$ cat src/design/pch_pkg.sv
// Package: constants for the host-side card bus port controller
package pch_pkg;
   // ----------------------------------------
   // Clock and timing
   // ----------------------------------------
   localparam int CLK_PERIOD_NS = 8;
   function automatic int ns_to_cyc(input int ns);
      int c;
      c = (ns + CLK_PERIOD_NS - 1) / CLK_PERIOD_NS;
      return (c < 1) ? 1 : c;
   endfunction
   // Minimum attribute write cycle and write pulse
   localparam int ATTR_WR_CYCLE_NS = 250;
   localparam int ATTR_WR_PULSE_NS = 150;
   localparam int ATTR_RD_CYCLE_NS = 300;
   localparam int ATTR_RD_OE_NS = 150;
   // Slowest 250 ns mode strobe timings
   localparam int STROBE_W_NS = 165;
   localparam int SETUP_NS = 70;
   localparam int HOLD_NS = 30;
   localparam int RECOVERY_NS = 100;
   // Power-up personality hold time after reset release
   localparam int SEL_HOLD_NS = 1000;
   localparam int ATTR_WR_CYCLE_CYC = ns_to_cyc(ATTR_WR_CYCLE_NS);
   localparam int ATTR_WR_PULSE_CYC = ns_to_cyc(ATTR_WR_PULSE_NS);
   localparam int ATTR_RD_CYCLE_CYC = ns_to_cyc(ATTR_RD_CYCLE_NS);
   localparam int ATTR_RD_OE_CYC = ns_to_cyc(ATTR_RD_OE_NS);
   localparam int STROBE_W_CYC = ns_to_cyc(STROBE_W_NS);
   localparam int SETUP_CYC = ns_to_cyc(SETUP_NS);
   localparam int HOLD_CYC = ns_to_cyc(HOLD_NS);
   localparam int RECOVERY_CYC = ns_to_cyc(RECOVERY_NS);
   localparam int SEL_HOLD_CYC = ns_to_cyc(SEL_HOLD_NS);
   localparam int CNT_W = 8;
   // ----------------------------------------
   // Bus widths and command encoding
   // ----------------------------------------
   localparam int ADDR_W = 11;
   localparam int DATA_W = 16;
   typedef enum logic [2:0] {
      PCH_CMD_ATTR_RD = 3'h0,
      PCH_CMD_ATTR_WR = 3'h1,
      PCH_CMD_MEM_RD = 3'h2,
      PCH_CMD_MEM_WR = 3'h3,
      PCH_CMD_IO_RD = 3'h4,
      PCH_CMD_IO_WR = 3'h5,
      PCH_CMD_DMA_RD = 3'h6,
      PCH_CMD_DMA_WR = 3'h7
   } pch_cmd_t;
endpackage

$ cat src/design/pch_sync3.sv
// Three-stage synchroniser with agreement filter for one pin input
`timescale 1ns/1ns
module pch_sync3 (
   input wire logic clock,
   input wire logic rst,
   input wire logic pin,
   output logic level
);
   logic s1_reg;
   logic s2_reg;
   logic s3_reg;
   logic level_reg;
   always_ff @(posedge clock or posedge rst) begin
      if (rst) begin
         s1_reg <= 1'b1;
         s2_reg <= 1'b1;
         s3_reg <= 1'b1;
         level_reg <= 1'b1;
      end else begin
         s1_reg <= pin;
         s2_reg <= s1_reg;
         s3_reg <= s2_reg;
         // A change counts once the second and third stages agree
         if (s2_reg == s3_reg) begin
            level_reg <= s3_reg;
         end
      end
   end
   assign level = level_reg;
endmodule

$ cat src/design/pch_host_port.sv
// Host controller that drives the card bus port through its pins
`timescale 1ns/1ns
// Contract
// RQ1 - Host holds the personality select level steady through power-up reset.
// RQ2 - Card takes memory/IO personality if select high, IDE if low.
// RQ3 - Host releases chip enable or both strobes between consecutive cycles.
// RQ4 - Card never asserts wait in memory or IO cycles.
// RQ5 - In faster IO modes card gives no 16-bit or input-ack response.
// RQ6 - Card personality handles memory and direct IO cycles, chosen by strobes.
// RQ7 - IDE personality handles programmed IO and multi-word DMA transfers.
// RQ8 - Attribute writes hit configuration registers, spaced at least 250 ns.
// RQ9 - In IO mode card drives 16-bit indication low for wide ports.
// RQ10 - Card drives data only while chip enable and read strobe asserted; card model also drives it on DMA reads (dmack_n and iord_n low).
module pch_host_port
   import pch_pkg::*;
(
   input wire logic clock,
   input wire logic rst,
   input wire logic ide_sel,
   input wire logic req_valid,
   input wire logic [2:0] req_cmd,
   input wire logic [ADDR_W-1:0] req_addr,
   input wire logic [DATA_W-1:0] req_wdata,
   output logic req_ready,
   output logic rsp_valid,
   output logic [DATA_W-1:0] rsp_rdata,
   output logic rsp_wide,
   output logic rsp_err,
   output logic card_ide_mode,
   output logic card_reset,
   output logic ce_n,
   output logic oe_n,
   output logic we_n,
   output logic iord_n,
   output logic iowr_n,
   output logic reg_n,
   output logic dmack_n,
   output logic [ADDR_W-1:0] addr,
   output logic [DATA_W-1:0] data_out,
   output logic data_oe,
   input wire logic [DATA_W-1:0] data_in,
   input wire logic wait_n,
   input wire logic iois16_n,
   input wire logic inpack_n
);
   // ----------------------------------------
   // State and registers
   // ----------------------------------------
   typedef enum logic [2:0] {
      ST_SEL = 3'h0,
      ST_IDLE = 3'h1,
      ST_SETUP = 3'h3,
      ST_STROBE = 3'h2,
      ST_HOLD = 3'h6,
      ST_RECOV = 3'h7
   } pch_state_t;
   pch_state_t state_reg, state_next;
   logic [CNT_W-1:0] cnt_reg, cnt_next;
   logic [2:0] cmd_reg;
   logic ide_reg;
   logic ce_n_reg, oe_n_reg, we_n_reg, iord_n_reg, iowr_n_reg, reg_n_reg, dmack_n_reg;
   logic [ADDR_W-1:0] addr_reg;
   logic [DATA_W-1:0] dout_reg, rdata_reg;
   logic data_oe_reg, rsp_valid_reg, wide_reg, err_reg, creset_reg;
   logic req_ready_reg;
   logic wait_s, iois16_s, inpack_s;
   // ----------------------------------------
   // Pin synchronisers
   // ----------------------------------------
   pch_sync3 u_wait (.clock(clock), .rst(rst), .pin(wait_n), .level(wait_s));
   pch_sync3 u_io16 (.clock(clock), .rst(rst), .pin(iois16_n), .level(iois16_s));
   pch_sync3 u_inpk (.clock(clock), .rst(rst), .pin(inpack_n), .level(inpack_s));
   // ----------------------------------------
   // Decode
   // ----------------------------------------
   wire take = (state_reg == ST_IDLE) && req_valid;
   // Decode the taken command directly, so the first setup cycle drives its own pins
   wire [2:0] cmd_cur = take ? req_cmd : cmd_reg;
   wire is_write = cmd_cur[0];
   wire is_attr = (cmd_cur[2:1] == 2'h0);
   wire is_io = (cmd_cur[2:1] == 2'h2);
   wire is_dma = (cmd_cur[2:1] == 2'h3);
   wire [CNT_W-1:0] strobe_cyc = is_attr ? (is_write ? CNT_W'(ATTR_WR_PULSE_CYC)
                                                  : CNT_W'(ATTR_RD_OE_CYC))
                                         : CNT_W'(STROBE_W_CYC);
   // RQ8 attribute write spacing
   // Attribute writes stretch recovery so setup+pulse+hold+recovery >= 250 ns
   wire [CNT_W-1:0] recov_cyc = (is_attr && is_write)
      ? CNT_W'(ATTR_WR_CYCLE_CYC - SETUP_CYC - ATTR_WR_PULSE_CYC - HOLD_CYC)
      : CNT_W'(RECOVERY_CYC);
   wire cnt_done = (cnt_reg == '0);
   wire strobe_first = (cnt_reg == strobe_cyc - CNT_W'(1));
   wire wait_hit = !wait_s && !ide_reg;
   // RQ5 slow-mode IO read must be acknowledged by the card
   wire ack_miss = cnt_done && is_io && !is_write && !ide_reg && inpack_s;
   // RQ7 IDE transfer classes
   wire strobe_rd = ide_reg ? !is_write : (!is_write && !is_io) ? 1'b0 : !is_write;
   always_comb begin
      state_next = state_reg;
      cnt_next = cnt_done ? cnt_reg : cnt_reg - CNT_W'(1);
      unique case (state_reg)
         // RQ1 hold select stable
         ST_SEL: if (cnt_done) begin
            state_next = ST_IDLE;
         end
         ST_IDLE: if (req_valid) begin
            state_next = ST_SETUP;
            cnt_next = CNT_W'(SETUP_CYC - 1);
         end
         ST_SETUP: if (cnt_done) begin
            state_next = ST_STROBE;
            cnt_next = strobe_cyc - CNT_W'(1);
         end
         ST_STROBE: if (cnt_done) begin
            state_next = ST_HOLD;
            cnt_next = CNT_W'(HOLD_CYC - 1);
         end
         ST_HOLD: if (cnt_done) begin
            state_next = ST_RECOV;
            cnt_next = recov_cyc - CNT_W'(1);
         end
         ST_RECOV: if (cnt_done) begin
            state_next = ST_IDLE;
         end
         default: state_next = ST_IDLE;
      endcase
   end
   wire strobing = (state_next == ST_STROBE);
   wire in_cycle = (state_next == ST_SETUP) || strobing || (state_next == ST_HOLD);
   // ----------------------------------------
   // Sequencer
   // ----------------------------------------
   always_ff @(posedge clock or posedge rst) begin
      if (rst) begin
         state_reg <= ST_SEL;
         cnt_reg <= CNT_W'(SEL_HOLD_CYC - 1);
         creset_reg <= 1'b1;
         ide_reg <= 1'b0;
         req_ready_reg <= 1'b0;
      end else begin
         state_reg <= state_next;
         req_ready_reg <= (state_next == ST_IDLE);
         cnt_reg <= cnt_next;
         // RQ2 personality latched at reset end
         if (state_reg == ST_SEL && cnt_done) begin
            ide_reg <= ide_sel;
            creset_reg <= 1'b0;
         end
      end
   end
   always_ff @(posedge clock or posedge rst) begin
      if (rst) begin
         cmd_reg <= 3'h0;
         addr_reg <= '0;
         dout_reg <= '0;
      end else if (take) begin
         cmd_reg <= req_cmd;
         addr_reg <= req_addr;
         dout_reg <= req_wdata;
      end
   end
   // ----------------------------------------
   // Pin drive
   // ----------------------------------------
   // RQ3 strobes and enable drop between cycles
   always_ff @(posedge clock or posedge rst) begin
      if (rst) begin
         ce_n_reg <= 1'b1;
         oe_n_reg <= 1'b1;
         we_n_reg <= 1'b1;
         iord_n_reg <= 1'b1;
         iowr_n_reg <= 1'b1;
         reg_n_reg <= 1'b1;
         dmack_n_reg <= 1'b1;
         data_oe_reg <= 1'b0;
      end else begin
         // Select level rides on the read strobe until personality is fixed
         // It stays one edge past the card reset fall so the card latches a steady level
         // RQ6 class chosen by strobe
         ce_n_reg <= !(in_cycle && !is_dma);
         dmack_n_reg <= !(in_cycle && is_dma);
         reg_n_reg <= !(in_cycle && (is_attr || (is_io && !ide_reg)));
         oe_n_reg <= (state_reg == ST_SEL) ? !ide_sel
                     : !(strobing && !is_write && !is_io && !is_dma);
         we_n_reg <= !(strobing && is_write && !is_io && !is_dma);
         iord_n_reg <= !(strobing && strobe_rd && (is_io || is_dma));
         iowr_n_reg <= !(strobing && is_write && (is_io || is_dma));
         // RQ10 no contention with card read drive
         data_oe_reg <= in_cycle && is_write;
      end
   end
   // ----------------------------------------
   // Response
   // ----------------------------------------
   always_ff @(posedge clock or posedge rst) begin
      if (rst) begin
         rsp_valid_reg <= 1'b0;
         rdata_reg <= '0;
         wide_reg <= 1'b0;
         err_reg <= 1'b0;
      end else begin
         rsp_valid_reg <= (state_reg == ST_HOLD) && cnt_done;
         // Data sampled on the last strobe cycle, well past access time
         if (state_reg == ST_STROBE && cnt_done && !is_write) begin
            rdata_reg <= data_in;
         end
         if (state_reg == ST_STROBE) begin
            // RQ4 wait asserted is a protocol error
            err_reg <= strobe_first ? (wait_hit || ack_miss)
                       : (err_reg || wait_hit || ack_miss);
            // RQ9 sixteen-bit port indication
            wide_reg <= is_io && !iois16_s;
         end
      end
   end
   assign req_ready = req_ready_reg;
   assign rsp_valid = rsp_valid_reg;
   assign rsp_rdata = rdata_reg;
   assign rsp_wide = wide_reg;
   assign rsp_err = err_reg;
   assign card_ide_mode = ide_reg;
   assign card_reset = creset_reg;
   assign ce_n = ce_n_reg;
   assign oe_n = oe_n_reg;
   assign we_n = we_n_reg;
   assign iord_n = iord_n_reg;
   assign iowr_n = iowr_n_reg;
   assign reg_n = reg_n_reg;
   assign dmack_n = dmack_n_reg;
   assign addr = addr_reg;
   assign data_out = dout_reg;
   assign data_oe = data_oe_reg;
   // ----------------------------------------
   // Checks
   // ----------------------------------------
   logic [CNT_W-1:0] gap_reg;
   always_ff @(posedge clock or posedge rst) begin
      if (rst) begin
         gap_reg <= '1;
      end else if (!we_n_reg && !reg_n_reg) begin
         gap_reg <= '0;
      end else if (gap_reg != '1) begin
         gap_reg <= gap_reg + CNT_W'(1);
      end
   end
   property p_attr_space;
      @(posedge clock) disable iff (rst)
      $fell(we_n) && !reg_n |-> gap_reg >= CNT_W'(ATTR_WR_CYCLE_CYC - ATTR_WR_PULSE_CYC);
   endproperty
   a_attr_space: assert property (p_attr_space) else $error("attr writes too close"); // RQ8
   property p_gap;
      @(posedge clock) disable iff (rst)
      $rose(req_ready) |-> ce_n && dmack_n;
   endproperty
   a_gap: assert property (p_gap) else $error("no cycle boundary"); // RQ3
   property p_sel_hold;
      @(posedge clock) disable iff (rst)
      card_reset && !$past(rst) |-> oe_n == !ide_sel;
   endproperty
   a_sel_hold: assert property (p_sel_hold) else $error("select not held"); // RQ1
   property p_sel_fall;
      @(posedge clock) disable iff (rst)
      $fell(card_reset) |-> $stable(oe_n);
   endproperty
   a_sel_fall: assert property (p_sel_fall) else $error("select moved at reset end"); // RQ1
   property p_no_contend;
      @(posedge clock) disable iff (rst)
      (!oe_n || !iord_n) |-> !data_oe;
   endproperty
   a_no_contend: assert property (p_no_contend) else $error("bus contention"); // RQ10
   property p_one_strobe;
      @(posedge clock) disable iff (rst)
      !card_reset |-> $countones({~oe_n, ~we_n, ~iord_n, ~iowr_n}) <= 1;
   endproperty
   a_one_strobe: assert property (p_one_strobe) else $error("two strobes"); // RQ6
   property p_dma_ack;
      @(posedge clock) disable iff (rst)
      !dmack_n |-> ce_n && card_ide_mode;
   endproperty
   a_dma_ack: assert property (p_dma_ack) else $error("dma outside ide"); // RQ7
endmodule

$ cat config.mk
export PLATFORM = sky130hd
export DESIGN_NAME = pch_host_port
export DESIGN_NICKNAME = d
export VERILOG_FILES = /design/src/design/pch_pkg.sv /design/src/design/pch_sync3.sv /design/src/design/pch_host_port.sv
export SDC_FILE = /design/constraint.sdc
export NUM_CORES = 1
export LEC_CHECK = 0
export ABC_CLOCK_PERIOD_IN_PS = 3400
export BUFFER_PORTS_ARGS = -buffer_cell sky130_fd_sc_hd__buf_2
export CORE_UTILIZATION = 52
export CTS_BUF_LIST = sky130_fd_sc_hd__clkbuf_4
export DETAILED_ROUTE_END_ITERATION = 10
export PLACE_DENSITY_LB_ADDON = 0.15
export SLEW_MARGIN = 25
export SYNTH_ARGS = -nofsm -noshare
export SYNTH_HDL_FRONTEND = slang
export SYNTH_SLANG_ARGS = --single-unit
$ cat constraint.sdc
create_clock -name clock -period 3.4 [get_ports clock]
set_clock_uncertainty 0.2 [all_clocks]
set_input_delay 0.68 -clock clock [delete_from_list [all_inputs] [get_ports clock]]
set_output_delay 0.68 -clock clock [all_outputs]
set_load 0.03 [all_outputs]
==> flow_summary_export.csv <==
group,metric,value,unit
timing,hold_viol,0,
finish,multiInputGateArea,1230,µm²
cts,numClockSinks,83,
timing,worst-slew-pin-transition,0.510,ns
finish,utilization,0.666,
placement,dpl.hpwl,4550,µm
placement,detailedPlace.worstSlack,0.636,ns
timing,post-route-period-util,0.816,
timing,fin_hold_ws,0.123,ns
finish,number_of_cells_in_the_finished_layout_apart_from_fillers,447,
global_routing,grt_start_max_net_pins,84,
floorplanning,num_rows,29,
synth,syn_nets,307,
synth,synth-warning-count,0,
cts,clk_root_buf,"sky130_fd_sc_hd__clkbuf_4",
drt,vias_per_cell,5.14,
floorplanning,die-height,83.3,µm
power,vdd_ir_drop_max,0.000591,V
timing,slew_violations,0,
cts,h-tree-depth,3,
finish,flow.area_growth_from_synthesis,23.0,%
drt,wl,6470,µm
job,max_cap_viol_count,0,
worst_setup_path,cpPeakStageDelay,0.54,ns
placement,dp_cells,431,
cts,postcts_setup_bufs,0,
power,design_power_total,3.38,mW
timing,timing.slew.headroom,0.650,
placement,placedInstanceArea,4060,µm²
synth,synthesis.area,3440,µm²
worst_setup_path,slowest_stage,"sky130_fd_sc_hd__or3_4",
worst_setup_path,critical_path_buf_inv_count,2,
finish,fillers,472,
worst_setup_path,required,3.52,ns
synth,post_synth_num_cell_types,48,
cts,holdBufCountCts,0,
global_routing,grt-ovfl-total,0,
synth,syn-instance-count,251,
worst_setup_path,timing.critical_path.to_type,"register",
power,total_leakage_power,2.03,nW
drt,drtAntennaViolNets,0,
drt,routedWlPerCell,14.5,µm
floorplanning,die_w,83.3,µm
worst_setup_path,cp_cell_sequence,"inv_1 -> ha_1 -> or4b_4 -> nor2_8 -> inv_4 -> or3_4 -> mux2_4",
cts,worst_setup_hold_path_clk_slew,0.13,ns
cts,cts_repair_resize_count,0,
floorplanning,core_area,6350,µm²
synth,synth_seq_cells,83,
drt,dr.pass1.iters,4,
cts,cts_inserted_buffers,9,
placement,placement.io_buffers,109,
finish,postLayoutCellArea,4230,µm²
finish,antenna-diode-count,0,
timing,max_clock_freq,360,MHz
finish,sequential_cell_area,2110,µm²
global_routing,first_pass_grt_wire_length,11000,µm
placement,gp_routability_congestion,0.833,
timing,setup_viol,0,
timing,final_period_minus_worst_setup_slack,2.77,ns
synth,async_reset_ff_frac,1.00,
global_routing,vias_in_the_first_global_route,2299,
power,p_per_area,799,nW/µm²
floorplanning,num_io_pins,110,
finish,fraction_of_final_layout_cells_sized_beyond_drive_strength_1,0.554,
worst_setup_path,critical_path.top_delay_family,"simple AND/OR/NAND/NOR gates",
cts,worst_skew_pair.late_latency,0.42,ns
timing,timing.setup.tns,0,ns
timing,rsz0062_at_grt,"no",
global_routing,antenna_found_initial,0,
worst_setup_path,setup_crit_start_kind,"register",
synth,synth_enable_flop_cells,0,
finish,finalNetCount,421,
worst_setup_path,crit_fanout,18,
worst_setup_path,arrival,2.89,ns
cts,cts_tree,"yes",
outcome,status,"completed",
global_routing,track_usage,0.204,
floorplanning,area_of_the_die,6940,µm²
worst_setup_path,crit_type,"register to register",
floorplanning,initial_core_util,0.541,
timing,setup_slack,0.625,ns
synth,synth_sequential_area_ratio,0.613,
synth,synth_ff_type,"sky130_fd_sc_hd__dfrtp_1",
drt,route.detailed.drc,0,
worst_hold_path,min_path_type,"primary input to asynchronous set/reset pin",
drt,vias,2296,
synth,synthesis.area_per_instance,13.7,µm²
cts,cts_buffer_depth,2,
drt,first_iter_violations,127,
-- metal layers --
| metal | up-vias | share of wire | global-route usage |
|---|---|---|---|
| met5 | - | 0 | 0 |
| met4 | 0 | 0.017 | 0.0862 |
| met3 | 8 | 0.047 | 0.0517 |
| met2 | 66 | 0.47 | 0.315 |
| met1 | 1118 | 0.46 | 0.274 |
| li1 | 1104 | - | - |
-- power by group --
| group | switching (mW) | internal, mW |
|---|---|---|
| Combinational | 0.774 | 0.479 |
| Clock | 0.319 | 0.324 |
| Sequential | 0.178 | 1.30 |
| Total | 1.27 | 2.10 |
-- Yosys cell counts (4+ instances only) --
cell type	n	area, µm²
sky130_fd_sc_hd__nand2_1	14	52.6
sky130_fd_sc_hd__mux2i_1	6	60.1
sky130_fd_sc_hd__o21ai_0	6	30.0
sky130_fd_sc_hd__dfstp_2	25	657
sky130_fd_sc_hd__nand2b_1	4	25.0
sky130_fd_sc_hd__mux2_4	10	150
sky130_fd_sc_hd__nor2b_1	4	25.0
sky130_fd_sc_hd__dfrtp_1	58	1450
sky130_fd_sc_hd__nor2_1	15	56.3
sky130_fd_sc_hd__a21oi_1	8	40.0
sky130_fd_sc_hd__clkbuf_1	6	22.5
sky130_fd_sc_hd__nor3_1	4	20.0
sky130_fd_sc_hd__xnor2_1	5	43.8
sky130_fd_sc_hd__inv_1	6	22.5
sky130_fd_sc_hd__mux2_2	34	383
-- cell type report --
type                    instances  area share
flip-flops and latches         83       0.499
multi-input cells             150       0.292
clock buffers                  12      0.0213
well taps                      77      0.0228
inverters                       8     0.00799
repair buffers                113       0.139
clock inverters                 4      0.0178
-- cell usage in the layout (no fill, tap or decap), types with 8 or more instances in the layout --
cell type,instances
sky130_fd_sc_hd__nand2_1,14
sky130_fd_sc_hd__a21oi_1,8
sky130_fd_sc_hd__clkbuf_4,12
sky130_fd_sc_hd__buf_2,109
sky130_fd_sc_hd__dfrtp_1,58
sky130_fd_sc_hd__mux2_4,10
sky130_fd_sc_hd__mux2_2,34
sky130_fd_sc_hd__nor2_1,15
sky130_fd_sc_hd__dfstp_2,25
-- worst paths after layout --
path | startpoint | end | slack (ns) | cells after the start
worst max register to register | cnt_reg[0] | rsp_rdata[8] | 0.63 | 7
worst max-delay path | cnt_reg[0] | rsp_rdata[8] | 0.63 | 7
worst min register to register | u_inpk.s1_reg | u_inpk.s2_reg | 0.16 | 0
worst min-delay path | rst | rsp_rdata[6] | 0.12 | 3
max in group asynchronous | rst | cnt_reg[4] | 2.50 | 3
min in group clock | iois16_n | u_io16.s1_reg | 0.15 | 1
-- tightest hold or removal path, delay by kind of cell --
family / cells / cell delay [ns]
buf+inv: 3 / 0.50
-- cell families after synthesis --
family,Yosys count,share of synthesized area
AO/OA/AOI/OAI,32,0.0630
XOR/XNOR,6,0.0153
adder cells (fa/ha/maj),6,0.0197
buffers and inverters,18,0.0273
flip-flops,83,0.613
multiplexers,50,0.173
AND/OR/NAND/NOR,56,0.0888
No activity file was read; power rests on OpenSTA's default activity.
